## src/sbmu_regs.vh

```
// Constants for the system-register bit manipulation unit
`ifndef SBMU_REGS_VH
`define SBMU_REGS_VH

// Wishbone register byte offsets
`define SBMU_ADDR_CTRL      4'h0
`define SBMU_ADDR_IMM       4'h4
`define SBMU_ADDR_XREG      4'h8
`define SBMU_ADDR_YREG      4'hC
`define SBMU_ADDR_STATUS    5'h10
`define SBMU_ADDR_OTHER     5'h14
`define SBMU_ADDR_W         5

// Control register fields
`define SBMU_CTRL_OP_LSB    0
`define SBMU_CTRL_OP_MSB    2
`define SBMU_CTRL_SIMD      3
`define SBMU_CTRL_COMP      4
`define SBMU_CTRL_GO        8

// Status register fields
`define SBMU_STAT_FLAGX     0
`define SBMU_STAT_FLAGY     1
`define SBMU_STAT_YDONE     2
`define SBMU_STAT_RSVD      3

// Operation codes
`define SBMU_OP_SET         3'h0
`define SBMU_OP_CLR         3'h1
`define SBMU_OP_TGL         3'h2
`define SBMU_OP_TST         3'h4
`define SBMU_OP_CMP         3'h5

`define SBMU_ZERO32         32'h00000000
`define SBMU_ZERO3          3'h0

`endif

```

## src/sbmu_pe_op.v

```verilog
// One processing element's bit manipulation datapath
module sbmu_pe_op #(
  parameter WIDTH = 32
) (
  input  wire [2:0]       op,
  input  wire [WIDTH-1:0] imm,
  input  wire [WIDTH-1:0] regIn,
  output reg  [WIDTH-1:0] regOut,
  output reg              writeEn,
  output reg              flagEn,
  output reg              flag
);
`include "sbmu_regs.vh"

  always @* begin
    regOut  = regIn;
    writeEn = 1'b0;
    flagEn  = 1'b0;
    flag    = 1'b0;
    case (op)
      `SBMU_OP_SET: begin
        regOut  = regIn | imm;
        writeEn = 1'b1;
      end
      `SBMU_OP_CLR: begin
        regOut  = regIn & ~imm;
        writeEn = 1'b1;
      end
      `SBMU_OP_TGL: begin
        regOut  = regIn ^ imm;
        writeEn = 1'b1;
      end
      `SBMU_OP_TST: begin
        flagEn = 1'b1;
        flag   = ((regIn & imm) == imm);
      end
      `SBMU_OP_CMP: begin
        flagEn = 1'b1;
        flag   = (regIn == imm);
      end
      default: begin
        // Reserved codes leave register and flag alone
        writeEn = 1'b0;
      end
    endcase
  end

endmodule // sbmu_pe_op

```

## src/sbmu_unit.v

```verilog
// Top of the system-register bit manipulation unit with Wishbone slave
// Notes on behaviour
// - Set: mask ones force register bits high
// - Clear: mask ones force register bits low
// - Toggle: mask ones invert register bits
// - Test: flag set when all mask bits set
// - Compare: flag set when register equals immediate
// - Immediate is mask, except compare uses value
// - SIMD runs both elements, Y on complement
// - No complement: SIMD behaves like SISD
// - SIMD test/compare evaluated per element
// - Each element updates its own flag
// - SISD operates on element X only
//
// Software loads the immediate and both system register copies,
// then writes the control word with the go bit to run one instruction.
// The operation completes in the same write cycle.
module sbmu_unit #(
  parameter WIDTH = 32
) (
  input  wire             clock,
  input  wire             rst_n,
  input  wire             wb_cyc_i,
  input  wire             wb_stb_i,
  input  wire             wb_we_i,
  input  wire [4:0]       wb_adr_i,
  input  wire [3:0]       wb_sel_i,
  input  wire [31:0]      wb_dat_i,
  output reg  [31:0]      wb_dat_o,
  output reg              wb_ack_o,
  output wire             bitTestFlagX,
  output wire             bitTestFlagY
);
`include "sbmu_regs.vh"

  // ==========================================================
  // Reset synchroniser
  reg rstMeta;
  reg rstSync;

  always @(posedge clock or negedge rst_n) begin
    if (!rst_n) begin
      rstMeta <= 1'b0;
      rstSync <= 1'b0;
    end else begin
      rstMeta <= 1'b1;
      rstSync <= rstMeta;
    end
  end

  // ==========================================================
  // State
  reg [2:0]       opCode;
  reg             simdMode;
  reg             hasComplement;
  reg [WIDTH-1:0] immValue;
  reg [WIDTH-1:0] sysRegX;
  reg [WIDTH-1:0] sysRegY;
  reg             flagX;
  reg             flagY;
  reg             yDone;

  assign bitTestFlagX = flagX;
  assign bitTestFlagY = flagY;

  // Byte-lane merge used for every writable word
  function [31:0] laneMerge;
    input [31:0] oldVal;
    input [31:0] newVal;
    input [3:0]  sel;
    integer i;
    begin
      laneMerge = oldVal;
      for (i = 0; i < 4; i = i + 1) begin
        if (sel[i]) begin
          laneMerge[i*8 +: 8] = newVal[i*8 +: 8];
        end
      end
    end
  endfunction

  // ==========================================================
  // Bus decode
  wire busReq  = wb_cyc_i & wb_stb_i & ~wb_ack_o;
  wire busWr   = busReq & wb_we_i;
  wire hitCtrl = (wb_adr_i == {1'b0, `SBMU_ADDR_CTRL});
  wire hitImm  = (wb_adr_i == {1'b0, `SBMU_ADDR_IMM});
  wire hitX    = (wb_adr_i == {1'b0, `SBMU_ADDR_XREG});
  wire hitY    = (wb_adr_i == {1'b0, `SBMU_ADDR_YREG});
  wire hitStat = (wb_adr_i == `SBMU_ADDR_STATUS);

  wire [31:0] ctrlWord = laneMerge(
    {23'h000000, 1'b0, 3'h0, hasComplement, simdMode, opCode},
    wb_dat_i, wb_sel_i);
  wire        goPulse  = busWr & hitCtrl & ctrlWord[`SBMU_CTRL_GO];

  // The go write supplies the op and mode for this very instruction
  wire [2:0] runOp   = ctrlWord[`SBMU_CTRL_OP_MSB:`SBMU_CTRL_OP_LSB];
  wire       runSimd = ctrlWord[`SBMU_CTRL_SIMD];
  wire       runComp = ctrlWord[`SBMU_CTRL_COMP];
  // Y element joins only in SIMD with a complementary register
  wire       runY    = runSimd & runComp;

  // ==========================================================
  // Per-element datapaths
  wire [WIDTH-1:0] resX;
  wire [WIDTH-1:0] resY;
  wire             wrX;
  wire             wrY;
  wire             fEnX;
  wire             fEnY;
  wire             fX;
  wire             fY;

  sbmu_pe_op #(.WIDTH(WIDTH)) uPeX (
    .op      (runOp),
    .imm     (immValue),
    .regIn   (sysRegX),
    .regOut  (resX),
    .writeEn (wrX),
    .flagEn  (fEnX),
    .flag    (fX)
  );

  // Y reads its own copy, so its test result is independent
  sbmu_pe_op #(.WIDTH(WIDTH)) uPeY (
    .op      (runOp),
    .imm     (immValue),
    .regIn   (sysRegY),
    .regOut  (resY),
    .writeEn (wrY),
    .flagEn  (fEnY),
    .flag    (fY)
  );

  // ==========================================================
  // Registers
  always @(posedge clock or negedge rstSync) begin
    if (!rstSync) begin
      opCode        <= `SBMU_ZERO3;
      simdMode      <= 1'b0;
      hasComplement <= 1'b0;
      immValue      <= `SBMU_ZERO32;
      sysRegX       <= `SBMU_ZERO32;
      sysRegY       <= `SBMU_ZERO32;
      flagX         <= 1'b0;
      flagY         <= 1'b0;
      yDone         <= 1'b0;
    end else begin
      if (busWr & hitCtrl) begin
        opCode        <= runOp;
        simdMode      <= runSimd;
        hasComplement <= runComp;
      end
      if (busWr & hitImm) begin
        immValue <= laneMerge(immValue, wb_dat_i, wb_sel_i);
      end
      // Instruction results take priority over a direct load
      if (goPulse & wrX) begin
        sysRegX <= resX;
      end else if (busWr & hitX) begin
        sysRegX <= laneMerge(sysRegX, wb_dat_i, wb_sel_i);
      end
      if (goPulse & runY & wrY) begin
        sysRegY <= resY;
      end else if (busWr & hitY) begin
        sysRegY <= laneMerge(sysRegY, wb_dat_i, wb_sel_i);
      end
      if (goPulse & fEnX) begin
        flagX <= fX;
      end
      if (goPulse & runY & fEnY) begin
        flagY <= fY;
      end
      if (goPulse) begin
        yDone <= runY & (wrY | fEnY);
      end
    end
  end

  // ==========================================================
  // Bus answer: one registered ack the cycle after the request, unmapped reads return zero
  always @(posedge clock or negedge rstSync) begin
    if (!rstSync) begin
      wb_ack_o <= 1'b0;
      wb_dat_o <= `SBMU_ZERO32;
    end else begin
      wb_ack_o <= busReq;
      if (busReq & ~wb_we_i) begin
        if (hitCtrl) begin
          wb_dat_o <= {27'h0000000, hasComplement, simdMode, opCode};
        end else if (hitImm) begin
          wb_dat_o <= immValue;
        end else if (hitX) begin
          wb_dat_o <= sysRegX;
        end else if (hitY) begin
          wb_dat_o <= sysRegY;
        end else if (hitStat) begin
          wb_dat_o <= {29'h00000000, yDone, flagY, flagX};
        end else begin
          wb_dat_o <= `SBMU_ZERO32;
        end
      end
    end
  end

endmodule // sbmu_unit

```

## config.mk

```make
export PLATFORM = sky130hd
export DESIGN_NAME = sbmu_unit
export DESIGN_NICKNAME = d
export VERILOG_FILES = /design/src/sbmu_pe_op.v /design/src/sbmu_unit.v
export VERILOG_INCLUDE_DIRS = /design/src
export SDC_FILE = /design/constraint.sdc
export NUM_CORES = 1
export LEC_CHECK = 0
export BUFFER_PORTS_ARGS = -buffer_cell sky130_fd_sc_hd__buf_4
export CAP_MARGIN = 20
export CORE_UTILIZATION = 30
export CTS_CLUSTER_DIAMETER = 60
export CTS_CLUSTER_SIZE = 40
export DETAILED_ROUTE_END_ITERATION = 7
export PLACE_DENSITY = 0.58
export SLEW_MARGIN = 20
export SYNTH_ARGS = -nofsm -noshare
export SYNTH_HDL_FRONTEND = slang
export SYNTH_SLANG_ARGS = --single-unit
export TNS_END_PERCENT = 50
```

## constraint.sdc

```tcl
create_clock -name clock -period 4.2 [get_ports clock]
set_input_delay 0.63 -clock clock [delete_from_list [all_inputs] [get_ports clock]]
set_output_delay 0.63 -clock clock [all_outputs]
set_load 0.05 [all_outputs]
```

==> results.md, run 1 <==
* Status: finished, final reports clean
* VDD IR-drop max at approximately 0.25 mV
* Max-cap viol count at 0
* Total number of vias at 10500
* Area grow syn2layout at 14.6%
* Leakage power at roughly 6.3 nW
* Endpoints failing setup at 0
* Number of DRC markers in iteration 0 at 920
* Slew @ Worst Pin at roughly 950 ps
* Fin area at roughly 14000 µm²
* Die Footprint at ~40000 µm²
* Placed Cells incl. Taps at 1878
* Final hold vios at 0
* Post-synthesis cell type count at 60
* Routed len/inst at 22.3 µm
* Post-synth ARST share at 100%
* Fin util at between 30% and 40%
* CTS clk-pin slew, worst paths at about 70 ps
* Post-synthesis mux area share at 8.68%
* TritonCTS clock tree: done
* Port bufs at 80
* I/O pins at about 80
* Worst path slowest cell: a2111oi_0
* Initial antenna violation count at 0
* Total gr overflow at 0
* Inserted Clock Buffers at 17
* Post-synthesis compound-gate area fraction at roughly 23%
* Critical path's largest stage delay at approximately 900 ps
* Fin. max-slew vios at 0
* Critical path arrival at roughly 3500 ps
* Die Wd at 200 µm
* Power per cell area at around 280 nW/µm²
* Antenna diode count at 0
* Post-route insts no fill at roughly 1900
* WL final at 42600 µm
* Post-Synth Simple-Gate Area at between 10% and 20%
* Initial Util at 30.4%
* Nets at ~1600
* Largest net degree at the start of global routing at 80
* Share of cells above drive strength 1 at approximately an eighth
* # DRC at 0
* Mapped Cells at approximately 1300
* TNS Setup at 0 ps
* Vias per cell at 5.51
* CP top delay family: compound AO/OA/AOI/OAI gates
* Avg Cell Area, Syn at 8.76 µm²
* Number of synthesized flops with an enable pin at 0
* Worst Hold Class: flip-flop to flip-flop
* Period Utilization, post-route at between 70% and 80%
* Vias in the first global route at 10400
* Clock root buffer: clkbuf_16
* H-tree depth at 4
* Post-route ant nets at 0
* DP Area at about 13000 µm²
* Critical path, cell by cell: and4bb_1 -> buf_4 -> nor2_2 -> a2111oi_0 -> o22ai_1 -> a2111oi_2 -> nand4_1 -> o31ai_1
* Seq cells post-synth at 139
* GPL Wtd Cong at just over 0.9
* XOR/XNOR Fraction of Synth Area at roughly 1.8%
* RSZ-0062 raised after global routing: no
* Seq/Total Area, Yosys at 29.5%
* Worst path required time at 4560 ps
* Drt first pass iters at 6
* Adder-cell share of the synthesized area at 20.4%
* Combinational family with the most area after synthesis: compound AO/OA/AOI/OAI gates
* Clock Skews at approximately 10 ps
* Area of the mapped netlist at 11800 µm²
* Crit start category: flip-flop
* CTS max path bufs at 2
* Global-route wire length before repair at 66300 µm
* F_max at between 300 and 400 MHz
* Std cell rows at 72
* CP endpoint kind: flip-flop
* Post-DP HPWL at 31400 µm
* Slew headroom at around a third
* TritonCTS Sinks at approximately 140
* Critical-path maximum fanout at 21
* Clock Latency Late Sink at roughly 450 ps
* Buf/Inv on CP at 1
* Dominant synthesized flop cell: dfrtp_1
* Tot GR Track Use at 21.6%
* Crit path kind: flip-flop to flip-flop
* Crit path time final at ~3100 ps
* Die Y at 200 µm
* Syn. warnings at 0
* CORE AREA at roughly 39000 µm²
* Syn Nets at about 1600
## repair_timing
| item | CTS | global route |
|---|---|---|
| gates resized for setup | 0 | 0 |
| buffers inserted | 0 | 0 |
| endpoints found under the setup margin | 0 | 0 |
| hold buffers | 1 | 0 |
| hold endpoints to repair | 2 | 0 |
## flip-flops by register name, summed over array words and instances (netlist names)
register	count
bitTestFlagX	1
bitTestFlagY	1
hasComplement	1
immValue	32
opCode	3
rstMeta	1
rstSync	1
simdMode	1
sysRegX	32
sysRegY	32
wb_ack_o	1
wb_dat_o	32
yDone	1
## logic make-up (layout without fill, tap and decap cells)
logic type,after synthesis,count (layout)
compound gates,432,432
simple gates,271,271
fa+ha+maj,192,192
buf+inv,191,238
flops,139,139
mux,96,96
xor+xnor,24,24
other cells,1,1
## synthesized netlist by cell type (3+ instances only)
| library cell | count | area, µm² |
|---|---|---|
| nand3_1 | 7 | 35.0 |
| clkbuf_1 | 62 | 233 |
| buf_1 | 8 | 30.0 |
| o22ai_1 | 26 | 163 |
| o21ai_0 | 159 | 796 |
| nand2_1 | 113 | 424 |
| o211ai_1 | 3 | 22.5 |
| nor3_1 | 13 | 65.1 |
| nor4_1 | 7 | 43.8 |
| a31o_2 | 4 | 35.0 |
| o31ai_1 | 5 | 37.5 |
| a2bb2oi_1 | 3 | 26.3 |
| a211oi_1 | 3 | 22.5 |
| a22oi_1 | 87 | 653 |
| nor3b_1 | 4 | 30.0 |
| a21oi_1 | 80 | 400 |
| mux2i_1 | 64 | 641 |
| a221oi_1 | 19 | 166 |
| xnor2_1 | 18 | 158 |
| buf_2 | 10 | 50.1 |
| nor2b_1 | 4 | 25.0 |
| a22o_1 | 4 | 35.0 |
| o2bb2ai_1 | 4 | 35.0 |
| dfrtp_1 | 139 | 3480 |
| ha_1 | 192 | 2400 |
| xor2_1 | 6 | 52.6 |
| nor2_1 | 92 | 345 |
| inv_1 | 107 | 402 |
| o21a_1 | 3 | 22.5 |
| o2111ai_1 | 3 | 26.3 |
| nand4_1 | 8 | 50.1 |
| nand4b_1 | 3 | 26.3 |
| buf_6 | 4 | 45.0 |
| a2111oi_0 | 4 | 35.0 |
| mux2_2 | 30 | 338 |
| a31oi_1 | 6 | 37.5 |
| a32oi_1 | 3 | 26.3 |
| or4_1 | 4 | 30.0 |
| a222oi_1 | 6 | 60.1 |
## path summary, 6_finish.rpt
kind | start | endpoint | slack (ps) | depth (start not counted)
setup reg to reg | opCode[1]$_DFFE_PN0P_ | bitTestFlagX$_DFFE_PN0P_ | 1080 | 8
hold / removal | rstMeta$_DFF_PN0_ | rstSync$_DFF_PN0_ | 350 | 0
setup / recovery | opCode[1]$_DFFE_PN0P_ | bitTestFlagX$_DFFE_PN0P_ | 1080 | 8
min in group asynchronous | rstSync$_DFF_PN0_ | immValue[18]$_DFFE_PN0P_ | 440 | 0
hold reg to reg | rstMeta$_DFF_PN0_ | rstSync$_DFF_PN0_ | 350 | 0
max in group asynchronous | rstSync$_DFF_PN0_ | bitTestFlagY$_DFFE_PN0P_ | 2810 | 1
## metal layers
| metal | up-vias | routed length (µm) | GRT usage (%) |
|---|---|---|---|
| met2 | 362 | 19200 | 33.2 |
| li1 | 4887 | - | - |
| met4 | 0 | 1070 | 7.09 |
| met3 | 58 | 2200 | 3.25 |
| met1 | 5222 | 20200 | 30.6 |
| met5 | - | 0 | 0 |
## final cells by class
| cell class | instances | area, µm² |
|---|---|---|
| tap | 518 | 648 |
| timing repair buffer | 99 | 783 |
| fill | 4046 | 25200 |
| sequential | 139 | 3480 |
| clock inverter | 14 | 196 |
| inverter | 107 | 402 |
| multi-input combinational | 1016 | 7570 |
| clock buffer | 18 | 429 |
## per-stage QoR
stage / setup WS, ps / hold slack (ps) / power [mW]
global route: 1030 / 356 / 3.95
CTS: 1220 / 352 / 3.81
finish: 1080 / 348 / 3.79
detailed placement: 907 / 338 / 2.14
floorplan: 40.5 / 331 / 1.88
global placement: 868 / 333 / 2.13
## layout by cell type, fill, tap and decap left out, drive strengths merged, types with 13 or more instances in the layout
cell	Yosys	routed
ha	192	192
o21ai	160	160
dfrtp	139	139
nand2	113	113
inv	107	108
buf	22	98
nor2	92	92
a22oi	87	87
a21oi	80	80
mux2i	64	64
mux2	30	30
o22ai	26	26
a221oi	21	21
xnor2	18	18
clkbuf	62	18
nor3	13	13
## worst register-to-register path, stage by stage, from the launching register on
cell       delay [ps]
dfrtp_1           450
and4bb_1          300
buf_4             280
nor2_2            210
a2111oi_0         880
o22ai_1           230
a2111oi_2         360
nand4_1           120
o31ai_1           210
## where the power goes
group	switching [mW]	total [mW]	internal (mW)
Sequential	0.131	1.52	1.39
Clock	0.663	1.66	0.995
Combinational	0.369	0.604	0.235
Total	1.16	3.79	2.62
No activity file was read; power rests on OpenSTA's default activity.
==> run 2, diff against run 1 <==
clock period = 2.6 ns   (was 4.2 ns; I/O delays follow)
==> run 2 against run 1 <==
  * Flip-flop and latch count is the same
  * Fmax grew 20%
  * Clock-buffer cell count grew 1
  * Sequential share of layout area shrank 1.4 points
  * Global-route usage grew 0.85 points
  * Combinational power grew 90%
==> results.md, run 2 (synthesis gave the netlist of run 1 again) <==
* Initial Util at a little under a third
* H-tree depth at 4
* Max-cap viol count at 0
* Total number of vias at 10900
* Critical path's largest stage delay at about 480 ps
* Worst path slowest cell: a2111oi_1
* Std cell rows at between 70 and 80
* Reg2reg path depth at 9
* CTS max path bufs at 2
* Reg2reg start: opCode[2]$_DFFE_PN0P_
* Power per cell area at around 450 nW/µm²
* CP endpoint kind: flip-flop
* Clock root buffer: clkbuf_16
* Crit path kind: flip-flop to flip-flop
* Fin area at between 10000 and 15000 µm²
* Inserted Clock Buffers at 17
* Initial antenna violation count at 0
* F_max at 386 MHz
* Leakage power at between 6 and 7 nW
* Endpoints failing setup at 0
* Worst Hold Class: input pin to flip-flop
* Reg2reg end: bitTestFlagY$_DFFE_PN0P_
* Area grow syn2layout at 21.1%
* TritonCTS Sinks at around 140
* Postcts setup bufs at 0
* Largest net degree at the start of global routing at 66
* CORE AREA at a little under 40000 µm²
* Post-route ant nets at 0
* Clock Skews at around 11 ps
* Most frequent cells in the layout: 192 x ha_1, 173 x buf_4, 159 x o21ai_0, 138 x dfrtp_1, 112 x nand2_1
* Die Y at about 200 µm
* I/O pins at between 80 and 90
* Routed len/inst at around 22 µm
* Total gr overflow at 0
* CP top delay family: compound AO/OA/AOI/OAI gates
* Period Utilization, post-route at between 90 and 100%
* End of the worst hold path: wb_ack_o$_DFF_PN0_
* Buf/Inv on CP at 2
* RSZ-0062 raised after global routing: no
* Critical-path maximum fanout at 8
* # DRC at 0
* Slew @ Worst Pin at 663 ps
* Drt first pass iters at 5
* Final hold vios at 0
* Die Footprint at approximately 40000 µm²
* Tot GR Track Use at ~22%
* Crit start category: flip-flop
* Most used cell, CP: buf_4
* Hold_sp: wb_stb_i
* Hold Path Stages at 3
* DP Area at between 10000 and 15000 µm²
* GPL Wtd Cong at between 0.9 and 1
* TNS Setup at 0 ps
* Nets at about 1700
* Slew headroom at 55.8%
* Vias per cell at around 5.5
* Vias in the first global route at between 10000 and 15000
* Commonest non-fill, non-tap cell in the layout: ha_1
* Number of DRC markers in iteration 0 at 970
* Global-route wire length before repair at just under 70000 µm
* Port bufs at 80
* Clock Latency Late Sink at approximately 460 ps
* Share of cells above drive strength 1 at approximately 18%
* TritonCTS clock tree: done
* Fin. max-slew vios at 0
* VDD IR-drop max at 0.405 mV
* Critical path arrival at just under 3000 ps
* Post-DP HPWL at 33900 µm
* Flop-to-flop setup slack at about 10 ps
* Die Wd at about 200 µm
* Worst path required time at between 2000 and 3000 ps
* WL final at roughly 45000 µm
* Status: finished, final reports clean
* Antenna diode count at 0
* Critical path, cell by cell: and4bb_1 -> or2_2 -> buf_4 -> buf_4 -> nand2_1 -> o21ai_0 -> a211o_1 -> a2111oi_1 -> a22o_1
* CTS clk-pin slew, worst paths at ~70 ps
* Crit path time final at roughly 2600 ps
## run 2: layer usage
metal,global-route usage (%),up-vias,part of all wire [%]
li1,-,5052,-
met1,30.8,5434,46
met2,34.9,369,46
met3,4.44,55,6.0
met4,7.55,0,2.6
met5,0,-,0
## run 2: layout make-up
cell class,instances,area (µm²)
fill,4017,24500
multi-input combinational,1016,7580
sequential,139,3480
timing repair buffer,184,1510
tap,518,648
clock buffer,19,443
inverter,107,402
clock inverter,13,215
## run 2: what timing repair did
item                                    in CTS  in global routing
hold buffers                                 1                  0
resized for setup                            0                  4
endpoints found under the setup margin       0                  2
hold endpoints to repair                     2                  0
## run 2: where the power goes
part | internal [mW] | switching, mW | leakage, nW | total (mW)
Combinational | 0.465 | 0.682 | 4.59 | 1.15
Sequential | 2.25 | 0.165 | 1.91 | 2.41
Clock | 1.74 | 1.08 | 0.306 | 2.81
## run 2: worst max path at each step
| stage | startpoint | end | slack (ps) | depth (start not counted) |
|---|---|---|---|---|
| detailed placement | wb_sel_i[0] | bitTestFlagY$_DFFE_PN0P_ | -70 | 10 |
| global route | opCode[2]$_DFFE_PN0P_ | bitTestFlagY$_DFFE_PN0P_ | 10 | 9 |
| global placement | wb_sel_i[0] | bitTestFlagY$_DFFE_PN0P_ | 20 | 9 |
| floorplan | wb_sel_i[0] | bitTestFlagY$_DFFE_PN0P_ | 280 | 10 |
| CTS | opCode[2]$_DFFE_PN0P_ | bitTestFlagY$_DFFE_PN0P_ | 30 | 9 |
| finish | opCode[2]$_DFFE_PN0P_ | bitTestFlagY$_DFFE_PN0P_ | 10 | 9 |
## run 2: stage by stage
stage          worst slack [ps]  cells  util, %  power [mW]  hold WS (ps)
2_1_floorplan               280   1346        -        3.04          94.4
3_3_place_gp               20.8   1963     35.1        3.55           175
3_5_place_dp              -66.2   1963     35.1        3.58           178
4_1_cts                    29.3   1996     36.8        6.43           167
5_1_grt                    12.5   1996     36.9        6.64           172
6_report                   10.1   1996     36.9        6.37           185
## run 2: worst min-delay path, delay by kind of cell
| kind | cells | cell delay (ps) |
|---|---|---|
| AND/OR/NAND/NOR | 2 | 110 |
| buffers and inverters | 1 | 110 |
==> run 3, diff against run 2 <==
CELL_PAD_IN_SITES_DETAIL_PLACEMENT = 0   (was default)
CELL_PAD_IN_SITES_GLOBAL_PLACEMENT = 1   (was default)
CORE_UTILIZATION = 43   (was 30)
CTS_CLUSTER_DIAMETER = default   (was 60)
PLACE_DENSITY = 0.89   (was 0.58)
==> run 3 against run 2 <==
  * Fmax is 1.2% higher
  * Combinational power is 4% lower
  * The flow now finishes with violations (DRC)
  * Global-route usage is 7.4 points higher
  * Flip-flop and latch count stayed put
  * Cell count is 9.6% lower
  * Register-to-register slack better by 30 ps
  * Clock skew hardly changed
  * Non-clock buffer count is 15 lower
  * Sequential power hardly changed
  * Design area is 2.8% lower
  * Critical path depth stayed put
==> results.md, run 3 (synthesis gave the netlist of run 1 again) <==
* Status: finished with violations
* Failing checks: DRC
* Post-route ant nets at 0
* I/O pins at 81
* End of the worst hold path: immValue[24]$_DFFE_PN0P_
* Critical-path maximum fanout at 32
* CP top delay family: simple AND/OR/NAND/NOR gates
* Reg2reg end: bitTestFlagX$_DFFE_PN0P_
* Most frequent cells in the layout: 192 x ha_1, 159 x o21ai_0, 159 x buf_4, 138 x dfrtp_1, 112 x nand2_1
* Switch share at 31.4%
* Leakage power at approximately 6.7 nW
* Slew headroom at around 56%
* Reg2reg path depth at 9
* CORE AREA at 27000 µm²
* Initial antenna violation count at 0
* Hold_sp: wb_dat_i[24]
* Hold slack at about 210 ps
* Max-cap viol count at 0
* Vias in the first global route at around 11000
* F_max at between 300 and 400 MHz
* RSZ-0062 raised after global routing: yes
* Vias per cell at about 6
* Nets at roughly 1700
* Critical path arrival at about 2900 ps
* VDD IR-drop max at about 0.33 mV
* Total number of vias at 11100
* Place WS at -107 ps
* # DRC at 2
* Std cell rows at 60
* Die Y at 168 µm
* Critical path's largest stage delay at approximately 390 ps
* Port bufs at 80
* Period Utilization, post-route at between 90% and 100%
* Worst path slowest cell: dfrtp_1
* Seq pwr share at between 40% and 50%
* Drt first pass iters at 8
* Postcts setup bufs at 0
* Fin. max-slew vios at 0
* Tot GR Track Use at between 20 and 30%
* Endpoints failing setup at 0
* Share of cells above drive strength 1 at between 10% and 20%
* Reg2reg start: opCode[0]$_DFFE_PN0P_
* TritonCTS clock tree: done
* Final hold vios at 0
* Cell Int Power at a little over 4 mW
* Slew @ Worst Pin at roughly 660 ps
* Crit path kind: flip-flop to flip-flop
* CTS clk-pin slew, worst paths at roughly 70 ps
* Tot Pwr at ~6 mW
* Clock Skews at 11.1 ps
* Hold Path Stages at 2
* Largest net degree at the start of global routing at 66
* Worst path required time at around 2900 ps
* CP endpoint kind: flip-flop
* Sw Pwr at ~1.9 mW
* TritonCTS Sinks at 139
* Commonest non-fill, non-tap cell in the layout: ha_1
* Crit path time final at approximately 2600 ps
* Global-route wire length before repair at about 64000 µm
* H-tree depth at 4
* Fin util at about 50%
* Die Footprint at around 28000 µm²
* GPL Wtd Cong at between 1 and 1.5
* Die Wd at approximately 170 µm
* Comb power frac at a little under a fifth
* Antenna diode count at 0
* Crit start category: flip-flop
* Initial Util at a little over two fifths
* Area grow syn2layout at 17.7%
* Buf/Inv on CP at 2
* Clock Power Share at 41.7%
* Number of DRC markers in iteration 0 at ~1100
* Clock root buffer: clkbuf_16
* CTS max path bufs at 2
* Worst Hold Class: input pin to flip-flop
* Critical path, cell by cell: and4bb_2 -> or2_2 -> buf_12 -> buf_4 -> mux2i_2 -> o22ai_2 -> nor4_2 -> o2111ai_1 -> o31ai_1
* Final worst slack at ~41 ps
* Flop-to-flop setup slack at around 41 ps
* Routed len/inst at approximately 23 µm
* Power per cell area at roughly 440 nW/µm²
* Clock Latency Late Sink at about 430 ps
* WL final at 40600 µm
* Inserted Clock Buffers at 17
* Post-DP HPWL at 30000 µm
* Total gr overflow at 0
run 3: changes by cell type in the layout (fill, tap and decap cells not counted), moves of 2 or more:
cell       change
a2111oi_2      +2
a2111oi_1      -2
buf_4         -14
bufinv_16      -3
run 3: metrics by stage:
step | setup TNS (ps) | instance area (µm²) | cells
finish | 0 | 13900 | 1804
CTS | 0 | 13800 | 1804
global placement | -173 | 13200 | 1771
floorplan | 0 | 11800 | 1346
detailed placement | -175 | 13200 | 1771
global route | -27.1 | 13900 | 1804
run 3: worst max path at each step:
stage,from,to,slack [ps],cells past startpoint
after floorplan,wb_sel_i[0],bitTestFlagY$_DFFE_PN0P_,280,10
after global placement,wb_sel_i[0],bitTestFlagX$_DFFE_PN0P_,-130,10
after detailed placement,wb_sel_i[0],bitTestFlagX$_DFFE_PN0P_,-110,10
after CTS,opCode[2]$_DFFE_PN0P_,bitTestFlagX$_DFFE_PN0P_,30,9
after global routing,opCode[2]$_DFFE_PN0P_,bitTestFlagX$_DFFE_PN0P_,-30,9
final,opCode[0]$_DFFE_PN0P_,bitTestFlagX$_DFFE_PN0P_,40,9
run 3: repair_timing:
action,4_1_cts,5_1_grt
endpoints found under the setup margin,1,2
gates resized for setup,1,8
endpoints found under the hold margin,2,0
pin swaps,0,4
hold buffers,1,0
run 3: cell type report:
class	instances	area, µm²
timing repair buffer	169	1380
tap	341	427
fill	2500	13100
inverter	107	402
clock inverter	12	139
multi-input combinational	1016	7600
sequential	139	3480
clock buffer	20	447
run 3: power by group through the flow:
stage	sequential [mW]	clock [mW]	combinational (mW)
after global routing	2.44	2.67	1.21
after floorplan	2.44	0	0.605
after detailed placement	2.46	0	1.07
after global placement	2.45	0	1.04
after CTS	2.42	2.55	1.08
final	2.42	2.52	1.10
run 3: layer usage:
layer	global-route usage (%)	vias to the layer above	share of wire [%]
met5	0	-	0
met2	47.4	476	46
met1	40.6	5468	44
li1	-	5037	-
met4	10.6	0	3.2
met3	4.99	78	7.1
